`src/shared/dls_pkg.sv`:
```
/*
  Shared constants for the serial load-mode setup path of a dual 16-bit converter:
  frame layout, command codes, reset values and host clock timing.
  Assumes a 100 MHz system clock on both ends and a host that makes the serial clock.
*/
// Functional notes
// [RL1] Command field 110 selects load-mode setup
// [RL2] Frame bit 1 to B, bit 0 to A
// [RL3] Other frame bits ignored for setup command
// [RL4] Host holds frame sync low during frame
// [RL5] Host uses clock polarity 0, phase 1
// [RL6] Bit 23 first, device shifts MSB first
// [RL7] Byte-wise host keeps sync low between bytes
// [RL8] Device counts only falling serial clock edges
// [RL9] LSB-first host reverses each byte first
// [RL10] Three-wire master shifts out on falling edge
// [RL11] Mode bits reset to 0, strobe-controlled
// [RL12] Mode 1 updates output at 24th fall
// [RL13] Strobe low passes input to output
// [RL14] Transfer only if input written since update
// [RL15] Act after 24 edges, drop partial frames
// [RL16] Sync high clears bit counter
package dls_pkg;
  localparam int FRAME_BITS = 24;
  localparam int DATA_WIDTH = 16;
  localparam int CMD_HI = 21;
  localparam int CMD_LO = 19;
  localparam int ADDR_HI = 18;
  localparam int ADDR_LO = 16;
  localparam int DATA_HI = 15;
  localparam int MODE_B_BIT = 1;
  localparam int MODE_A_BIT = 0;
  localparam logic [2:0] CMD_LOAD_SETUP = 3'h6;
  localparam logic [2:0] CMD_WRITE_INPUT = 3'h0;
  localparam logic [2:0] ADDR_CH_A = 3'h0;
  localparam logic [2:0] ADDR_CH_B = 3'h1;
  localparam logic [2:0] ADDR_ALL = 3'h7;
  localparam logic [1:0] MODE_RESET = 2'h0;
  localparam int CLK_PERIOD_NS = 10;
  localparam int SCLK_HALF_NS = 60;
  localparam int SCLK_HALF_CYCLES = (SCLK_HALF_NS / CLK_PERIOD_NS) < 1 ? 1 : (SCLK_HALF_NS / CLK_PERIOD_NS);
  localparam int BYTE_GAP_CYCLES = 2 * SCLK_HALF_CYCLES;
endpackage : dls_pkg

```
`src/shared/dls_link_if.sv`:
```
/*
  Serial link between host and converter: serial clock, data and active-low frame sync.
  Assumes the host drives all three wires; the device only listens.
*/
`timescale 1ns/100ps
interface dls_link_if;
  logic sclk;
  logic din;
  logic sync_n;
  modport host (output sclk, output din, output sync_n);
  modport device (input sclk, input din, input sync_n);
endinterface : dls_link_if

```
`src/design/dls_device.sv`:
```
/*
  Converter end: synchronises the serial link, assembles 24-bit frames, keeps the per-channel
  load-mode bits and the input and output registers of both channels.
  Assumes the link and the load strobe are asynchronous to CLK_IN and slow enough to be
  oversampled (serial clock half period of at least three system clocks).
*/
`timescale 1ns/100ps
module dls_device #(
  parameter int DATA_W = dls_pkg::DATA_WIDTH
) (
  input wire logic CLK_IN,
  input wire logic RST_IN,
  input wire logic CE_IN,
  dls_link_if.device LINK,
  input wire logic LOAD_OUTPUT_STROBE_N_IN,
  output logic [DATA_W-1:0] DAC_A_OUT,
  output logic [DATA_W-1:0] DAC_B_OUT,
  output logic [1:0] MODE_OUT,
  output logic FRAME_DONE_OUT
);

  localparam int CH_N = 2;

  if (DATA_W < 1 || DATA_W > dls_pkg::DATA_HI + 1) begin : g_bad_width
    $error("DATA_W must lie between 1 and 16");
  end

  // Synchronisers: stage 1 feeds stage 2 only; stage 3 of the clock is for edge finding
  logic sclk_s1_q;
  logic sclk_s2_q;
  logic sclk_s3_q;
  logic din_s1_q;
  logic din_s2_q;
  logic sync_s1_q;
  logic sync_s2_q;
  logic ld_s1_q;
  logic ld_s2_q;
  logic sclk_s1_d;
  logic sclk_s2_d;
  logic sclk_s3_d;
  logic din_s1_d;
  logic din_s2_d;
  logic sync_s1_d;
  logic sync_s2_d;
  logic ld_s1_d;
  logic ld_s2_d;

  always_comb begin
    sclk_s1_d = LINK.sclk;
    sclk_s2_d = sclk_s1_q;
    sclk_s3_d = sclk_s2_q;
    din_s1_d = LINK.din;
    din_s2_d = din_s1_q;
    sync_s1_d = LINK.sync_n;
    sync_s2_d = sync_s1_q;
    ld_s1_d = LOAD_OUTPUT_STROBE_N_IN;
    ld_s2_d = ld_s1_q;
  end

  // Idle levels at reset: clock low, sync and strobe high, so no false edge or transfer
  always_ff @(posedge CLK_IN) begin
    if (RST_IN) begin
      sclk_s1_q <= 1'b0;
      sclk_s2_q <= 1'b0;
      sclk_s3_q <= 1'b0;
      din_s1_q <= 1'b0;
      din_s2_q <= 1'b0;
      sync_s1_q <= 1'b1;
      sync_s2_q <= 1'b1;
      ld_s1_q <= 1'b1;
      ld_s2_q <= 1'b1;
    end else if (CE_IN) begin
      sclk_s1_q <= sclk_s1_d;
      sclk_s2_q <= sclk_s2_d;
      sclk_s3_q <= sclk_s3_d;
      din_s1_q <= din_s1_d;
      din_s2_q <= din_s2_d;
      sync_s1_q <= sync_s1_d;
      sync_s2_q <= sync_s2_d;
      ld_s1_q <= ld_s1_d;
      ld_s2_q <= ld_s2_d;
    end
  end

  // Frame assembly
  // A frame cut short by sync rising leaves mode and registers untouched
  logic sclk_fall;
  logic [dls_pkg::FRAME_BITS-1:0] shift_q;
  logic [dls_pkg::FRAME_BITS-1:0] shift_d;
  logic [4:0] cnt_q;
  logic [4:0] cnt_d;
  logic done;
  logic done_q;

  assign sclk_fall = sclk_s3_q & ~sclk_s2_q; // see [RL8]

  always_comb begin
    shift_d = shift_q;
    cnt_d = cnt_q;
    done = 1'b0;
    if (sync_s2_q) begin
      cnt_d = 5'h00; // see [RL16] see [RL15]
    end else if (sclk_fall && cnt_q < 5'(dls_pkg::FRAME_BITS)) begin
      shift_d = {shift_q[dls_pkg::FRAME_BITS-2:0], din_s2_q}; // see [RL6]
      cnt_d = cnt_q + 5'h01;
      // Edges past the 24th are ignored until sync rises again
      done = (cnt_q == 5'(dls_pkg::FRAME_BITS - 1)); // see [RL15]
    end
  end

  always_ff @(posedge CLK_IN) begin
    if (RST_IN) begin
      shift_q <= '0;
      cnt_q <= 5'h00;
      done_q <= 1'b0;
    end else if (CE_IN) begin
      shift_q <= shift_d;
      cnt_q <= cnt_d;
      done_q <= done;
    end
  end

  // Command decode
  logic [2:0] cmd;
  logic [2:0] addr;
  logic is_setup;
  logic is_write;

  assign cmd = shift_d[dls_pkg::CMD_HI:dls_pkg::CMD_LO];
  assign addr = shift_d[dls_pkg::ADDR_HI:dls_pkg::ADDR_LO];
  assign is_setup = done && (cmd == dls_pkg::CMD_LOAD_SETUP); // see [RL1]
  assign is_write = done && (cmd == dls_pkg::CMD_WRITE_INPUT);

  // Load-mode bits
  // The new mode governs later frames, not the setup frame itself
  logic [1:0] mode_q;
  logic [1:0] mode_d;

  always_comb begin
    mode_d = mode_q;
    if (is_setup) begin
      // Only bits 1 and 0 matter here; the rest of the frame is don't-care
      mode_d = {shift_d[dls_pkg::MODE_B_BIT], shift_d[dls_pkg::MODE_A_BIT]}; // see [RL2] see [RL3]
    end
  end

  always_ff @(posedge CLK_IN) begin
    if (RST_IN) begin
      mode_q <= dls_pkg::MODE_RESET; // see [RL11]
    end else if (CE_IN) begin
      mode_q <= mode_d;
    end
  end

  // Per-channel input and output registers; each channel owns its output register

  for (genvar ch = 0; ch < CH_N; ch++) begin : g_ch
    logic [DATA_W-1:0] in_q;
    logic [DATA_W-1:0] out_q;
    logic [DATA_W-1:0] in_d;
    logic [DATA_W-1:0] out_d;
    logic pend_q;
    logic pend_d;
    logic hit;
    logic xfer;

    assign hit = is_write && (addr == dls_pkg::ADDR_ALL || addr == 3'(ch));

    always_comb begin
      in_d = in_q;
      out_d = out_q;
      pend_d = pend_q;
      xfer = 1'b0;
      if (hit) begin
        in_d = shift_d[DATA_W-1:0];
        // A write in the same cycle as a transfer goes straight to the output and clears the pending mark
        pend_d = 1'b1;
      end
      // Mode 1 acts as a strobe held low, but only at the end of a frame
      if (pend_d && (!ld_s2_q || (mode_q[ch] && done))) begin // see [RL12] see [RL13] see [RL14]
        xfer = 1'b1;
      end
      if (xfer) begin
        out_d = in_d;
        pend_d = 1'b0;
      end
    end

    always_ff @(posedge CLK_IN) begin
      if (RST_IN) begin
        in_q <= '0;
        out_q <= '0;
        pend_q <= 1'b0;
      end else if (CE_IN) begin
        in_q <= in_d;
        out_q <= out_d;
        pend_q <= pend_d;
      end
    end
  end

  assign DAC_A_OUT = g_ch[0].out_q;
  assign DAC_B_OUT = g_ch[1].out_q;
  assign MODE_OUT = mode_q;
  assign FRAME_DONE_OUT = done_q;

endmodule : dls_device

```
`src/flat_wrapper.sv`:
```
// flat-port wrapper written by rule: the top's interface ports become plain ports
module dls_device_flat 
#(
  parameter int DATA_W = dls_pkg::DATA_WIDTH
)
  (CLK_IN, RST_IN, CE_IN, LOAD_OUTPUT_STROBE_N_IN, DAC_A_OUT, DAC_B_OUT, MODE_OUT, FRAME_DONE_OUT, LINK_sclk, LINK_din, LINK_sync_n);
  dls_link_if LINK_i ();
  input wire logic CLK_IN;
  input wire logic RST_IN;
  input wire logic CE_IN;
  input wire logic LOAD_OUTPUT_STROBE_N_IN;
  output logic [DATA_W-1:0] DAC_A_OUT;
  output logic [DATA_W-1:0] DAC_B_OUT;
  output logic [1:0] MODE_OUT;
  output logic FRAME_DONE_OUT;
  input wire logic [$bits(LINK_i.sclk)-1:0] LINK_sclk;
  input wire logic [$bits(LINK_i.din)-1:0] LINK_din;
  input wire logic [$bits(LINK_i.sync_n)-1:0] LINK_sync_n;
  assign LINK_i.sclk = LINK_sclk;
  assign LINK_i.din = LINK_din;
  assign LINK_i.sync_n = LINK_sync_n;
  dls_device #(.DATA_W(DATA_W)) u_core (.CLK_IN(CLK_IN), .RST_IN(RST_IN), .CE_IN(CE_IN), .LINK(LINK_i), .LOAD_OUTPUT_STROBE_N_IN(LOAD_OUTPUT_STROBE_N_IN), .DAC_A_OUT(DAC_A_OUT), .DAC_B_OUT(DAC_B_OUT), .MODE_OUT(MODE_OUT), .FRAME_DONE_OUT(FRAME_DONE_OUT));
endmodule
```
`config.mk`:
```
export PLATFORM = sky130hd
export DESIGN_NAME = dls_device_flat
export DESIGN_NICKNAME = d
export VERILOG_FILES = /design/src/shared/dls_pkg.sv /design/src/shared/dls_link_if.sv /design/src/design/dls_device.sv /design/src/flat_wrapper.sv
export SDC_FILE = /design/constraint.sdc
export NUM_CORES = 1
export LEC_CHECK = 0
export ABC_AREA = 1
export BUFFER_PORTS_ARGS = -buffer_cell sky130_fd_sc_hd__buf_2
export CAP_MARGIN = 20
export CORE_ASPECT_RATIO = 0.75
export CORE_MARGIN = 3
export CORE_UTILIZATION = 35
export DETAILED_ROUTE_END_ITERATION = 16
export PLACE_DENSITY = 0.48
export SLEW_MARGIN = 15
export SYNTH_ARGS = -nofsm -noshare
export SYNTH_HDL_FRONTEND = slang
export SYNTH_SLANG_ARGS = --single-unit
export TNS_END_PERCENT = 1
```
`constraint.sdc`:
```
create_clock -name CLK_IN -period 4.45 [get_ports CLK_IN]
set_input_delay 0.89 -clock CLK_IN [delete_from_list [all_inputs] [get_ports CLK_IN]]
set_output_delay 0.89 -clock CLK_IN [all_outputs]
set_load 0.1 [all_outputs]
```
Yosys cells after proc, flatten, opt, wreduce, memory -nomap -nowiden
Cells that the tools add are included.
{"block": "op_classes", "n_addsub": 1, "multipliers": 0, "n_div": 0, "magnitude_cmp": 1, "n_eq_ne": 4, "shift": 0, "mux": 14, "n_bitwise": 2, "reduce_logical": 21}
{"operator": "two-way mux 22 bit", "n": 2}
{"operator": "two-way mux 16 bit", "n": 2}
{"operator": "two-way mux 5 bit", "n": 2}
{"operator": "logical AND 1 bit", "n": 9}
{"operator": "two-way mux 1 bit", "n": 8}
{"operator": "AND reduction 2 bit", "n": 4}
{"operator": "== test 3 bit (second input constant)", "n": 2}
{"operator": "zero test 3 bit", "n": 2}
{"operator": "adder 5 x 1 -> 5 bit (second input constant)", "n": 1}
{"operator": "== test 5 bit (second input constant)", "n": 1}
{"operator": "less-than comparator 5 bit (second input constant)", "n": 1}
{"operator": "logical OR 1 bit", "n": 4}
{"operator": "== test 3 x 1 -> 1 bit (second input constant)", "n": 1}
{"operator": "nonzero test 2 bit", "n": 1}
{"operator": "bitwise AND 1 bit", "n": 1}
{"operator": "zero test 1 bit", "n": 1}
{"operator": "NOT 1 bit", "n": 1}
{"block": "word_totals", "reg_bits": 105, "latch_bits": 0, "ramBits": 0, "mem_bits_ro": 0, "input_bits": 7, "output_inout_bits": 35, "wordCells": 62, "memories": 0}

Logic depth before layout (Yosys ltp)
{"block": "logic_depth", "word_depth": 12, "depth_mapped": 14, "ltp_nobuf": 13}

Worst setup path before layout
No wires, ideal clock.
{"block": "synth_path", "path_kind": "in2reg", "start": "input CE_IN", "end": "register u_core.g_ch[0].out_q[11], in the netlist u_core.DAC_A_OUT[11]", "setup_time_ns": 0.117, "arrival_ns": 2.162, "required_ns": 4.333, "setup_slack_ns": 2.171, "path_stages": 11, "n_path_buf": 2, "path_cell_list": "clkbuf_1 inv_1 nor2_8 nand2_2 inv_2 a21oi_1 a21oi_4 buf_4 nand2_1 nand2_1 nor2_1"}
{"block": "synth_between", "elab_chain_len": 1}
{"element": "start, declared", "line_no": "flat_wrapper.sv:10", "source": "input wire logic CE_IN;"}
{"element": "AND reduction 2 bit (no source line)"}
{"element": "end signal, assigned", "line_no": "dls_device.sv:196", "source": "out_q <= out_d;"}
{"element": "end, declared", "line_no": "dls_device.sv:159", "source": "logic [DATA_W-1:0] out_q;"}
Every way passes these cells.
A chain may end at the register's enable or synchronous reset.

Worst setup path in the final report
{"block": "layout_path", "start": "register u_core.sclk_s2_q", "end": "register u_core.g_ch[1].out_q[7], in the netlist u_core.DAC_B_OUT[7]"}
{"block": "layout_between", "elab_chain_len": 12, "word_cells_on_any_way": 20}
{"element": "start, declared", "line_no": "dls_device.sv:30", "source": "logic sclk_s2_q;"}
{"element": "start signal, assigned", "line_no": "dls_device.sv:74", "source": "sclk_s2_q <= sclk_s2_d;"}
{"element": "NOT 1 bit *", "line_no": "dls_device.sv:95", "source": "assign sclk_fall = sclk_s3_q & ~sclk_s2_q;"}
{"element": "bitwise AND 1 bit *", "line_no": "dls_device.sv:95"}
{"element": "logical AND 1 bit *", "line_no": "dls_device.sv:103", "source": "end else if (sclk_fall && cnt_q < 5'(dls_pkg::FRAME_BITS)) begin"}
{"element": "two-way mux 22 bit", "line_no": "dls_device.sv:103"}
{"element": "two-way mux 22 bit", "line_no": "dls_device.sv:101", "source": "if (sync_s2_q) begin"}
{"element": "== test 3 bit, or another cell as far along", "line_no": "dls_device.sv:167", "source": "assign hit = is_write && (addr == dls_pkg::ADDR_ALL || addr == 3'(ch));"}
{"element": "logical OR 1 bit or logical AND 1 bit (tied branches)", "line_no": "dls_device.sv:167, dls_device.sv:132"}
{"element": "logical AND 1 bit", "line_no": "dls_device.sv:167"}
{"element": "two-way mux 1 bit", "line_no": "dls_device.sv:174", "source": "if (hit) begin"}
{"element": "logical AND 1 bit", "line_no": "dls_device.sv:180", "source": "if (pend_d && (!ld_s2_q || (mode_q[ch] && done))) begin"}
{"element": "two-way mux 1 bit", "line_no": "dls_device.sv:180"}
{"element": "AND reduction 2 bit (no source line)"}
{"element": "end signal, assigned", "line_no": "dls_device.sv:196"}
{"element": "end, declared", "line_no": "dls_device.sv:159"}
Mark *: on every way between the ends. The rest lies on a longest branch, timed or not.

==> reports/results.ini <==
[critical_path]
crit_arrival_ns = 3.50
critPathLaunchType = flip-flop
path_class = reg -> reg
path_max_fanout = 45
endpoint_kind = flip-flop
crit_required_ns = 4.70

[grt]
grt_pass1_wl_um = 19700
antenna_found_initial = 0
grt.overflow.total = 0
grt.total_usage_pct = 15.9
grt_pass1_vias = 4006
grt_max_degree = 57

[placement]
dpl_cell_area_um2 = 5220
pre_cts_slack_ns = 1.18
gp_congestion = 0.749
dp_hpwl_um = 7750
portBuffers = 41

[route]
wl_per_cell_um = 12.4
vias = 4410
wirelength_um = 11600
dr.first_iter.drc_count = 304
vias_per_cell = 4.70
first_pass_iters = 4
drc = 0
antenna_left = 0

[cts]
clock_sinks = 105
insertion_delay_ns = 0.36
clk_path_buf_depth = 2
cts_tree = built
cts.htree.levels = 3
ctsRootBufferMaster = clkbuf_16
cts_inserted_buffers = 9
cts_setup_buffers = 0
path_clk_slew_ns = 0.07
cts_resized = 0
postCtsHoldBufs = 0

[timing]
fin_ws_ns = 1.20
final_hold_viol_count = 0
rsz0062_at_grt = false
finalCriticalPeriod_ns = 3.25
worst_pin_slew_ns = 0.873
fin_crit_sh_pct = 73.0
final.setup.tns_ns = 0
maxSlewViolCount = 0
fmax_ghz = 0.308
slew_headroom_pct = 41.5
finalSetupViolCount = 0
fin_skew_ns = 0.00988

[die]
die_h_um = 109
die_w_um = 144
io_pins = 42
start_util_pct = 36.0
fp.dieArea_um2 = 15700
row_count = 37
core_um2 = 13800

[pwr]
p_per_area_nw_per_um2 = 342
leakage_nw = 2.74
peakVddDrop_mv = 0.163

[yosys]
syn_inst = 747
synth_fa_ha_area_share_pct = 0.252
synth-xor-area-share_pct = 0
synthesis.area_um2 = 4970
synthMuxAreaShare_pct = 0
avgSynthCellArea_um2 = 6.65
synth_seq_cells = 105
synth_top_family_by_area = simple AND/OR/NAND/NOR gates
synth.net_count = 755
yosysWarnings = 0
ys_types = 28
synth.yosys.seq_area_share_pct = 42.3
synth-simple-area-share_pct = 33.4
synth-compound-area-share_pct = 12.3

[final_layout]
syn_to_final_growth_pct = 10.5
antennaDiodeCount = 0
design_area_um2 = 5490
finalCoreUtilization_pct = 39.8
drive_above_1_share_pct = 10.1
nets = 767

[min_path]
holdCritPathClass = reg -> reg

[job]
max-cap-violations = 0

[outcome]
status = completed

-- area by class of cell --
cell class	instances	area, µm²
clock buffers	14	264
clock inverters	2	12.5
fillers	1470	8300
inverters	101	379
multi-input cells	497	2280
flip-flops and latches	105	2100
well taps	175	219
repair buffers	45	235
-- worst max-delay path, stage by stage (launching register included) --
cell     delay [ns]
dfxtp_1        0.34
nor2_4         0.19
nand3_4        0.39
inv_2          0.19
nand2_2        0.09
nor2_4         0.62
nand3_4        0.33
a21oi_4        0.70
nand2_1        0.14
nand2_1        0.09
nor2_1         0.04
-- state kept, by name, indices dropped and copies added, names as in the netlist --
signal	count
u_core.sclk_s1_q	1
u_core.sclk_s3_q	1
u_core.shift_q	22
u_core.ld_s2_q	1
u_core.sync_s1_q	1
u_core.DAC_A_OUT	16
u_core.DAC_B_OUT	16
u_core.cnt_q	5
u_core.sclk_s2_q	1
u_core.ld_s1_q	1
u_core.g_ch.pend_q	2
u_core.sync_s2_q	1
u_core.din_s2_q	1
u_core.din_s1_q	1
u_core.g_ch.in_q	32
u_core.MODE_OUT	2
u_core.FRAME_DONE_OUT	1
-- path summary, 6_finish.rpt --
kind	start	endpoint	slack, ns	depth (start not counted)
max	u_core.sclk_s2_q$_SDFFE_PP0P_	u_core.DAC_B_OUT[7]$_SDFFE_PP0P_	1.20	10
min	u_core.sync_s1_q$_SDFFE_PP1P_	u_core.sync_s1_q$_SDFFE_PP1P_	0.46	2
max reg2reg	u_core.sclk_s2_q$_SDFFE_PP0P_	u_core.DAC_B_OUT[7]$_SDFFE_PP0P_	1.20	10
min reg2reg	u_core.sync_s1_q$_SDFFE_PP1P_	u_core.sync_s1_q$_SDFFE_PP1P_	0.46	2
-- cell families (layout without fill, tap and decap cells) --
family | Yosys count | count (layout)
fa+ha+maj | 1 | 1
flops | 105 | 105
simple gates | 389 | 389
compound gates | 107 | 107
buf+inv | 145 | 162
-- metal layers --
| metal | global-route usage (%) | share of wire, % | vias to the layer above |
|---|---|---|---|
| met5 | 0 | 0 | - |
| met4 | 5.85 | 1.9 | 0 |
| met3 | 4.38 | 3.3 | 14 |
| met2 | 24.4 | 43 | 50 |
| met1 | 21.5 | 52 | 1994 |
| li1 | - | - | 2352 |
-- stage by stage --
| stage | hold WS [ns] | cells | power (mW) |
|---|---|---|---|
| global placement | 0.442 | 923 | 1.14 |
| floorplan | 0.429 | 747 | 1.11 |
| global route | 0.481 | 939 | 1.98 |
| CTS | 0.466 | 939 | 1.92 |
| finish | 0.461 | 939 | 1.88 |
| detailed placement | 0.452 | 923 | 1.15 |
-- cells in the mapped netlist, drive strengths merged --
master	number	area [µm²]
clkinv	1	3.75
inv	100	375
ha	1	12.5
nor3	3	15.0
nor2	96	392
nand4	36	225
nand2	243	932
buf	24	135
clkbuf	20	75.1
a22oi	1	7.51
o21ai	33	169
and3	1	6.26
a21oi	55	298
a211oi	18	135
dfxtp	105	2100
nand3	10	87.6
-- report_power, final --
group / switching, mW / internal, mW
clock: 0.347 / 0.410
combinational: 0.104 / 0.0440
sequential: 0.00892 / 0.966
-- placed cells by master, fill, tap and decap left out --
cell and instances:
and3_1 1, clkinv_2 1, clkinv_1 1, a22oi_1 1, inv_2 4, clkbuf_1 3
nand3_4 3, nor2_4 2, nor2_8 1, clkbuf_8 2, nor3_1 3, nand4_1 36
ha_1 1, clkbuf_16 9, o21ai_0 31, nor2_1 93, o21ai_1 1, nand2_2 5
nand3_1 7, a21oi_4 2, inv_1 96, clkinvlp_4 1, dfxtp_1 105, nand2_1 237
buf_4 4, o21ai_2 1, nand2_4 1, a211oi_1 18, buf_2 41, a21oi_1 53
Power figures use the tool's default switching activity.
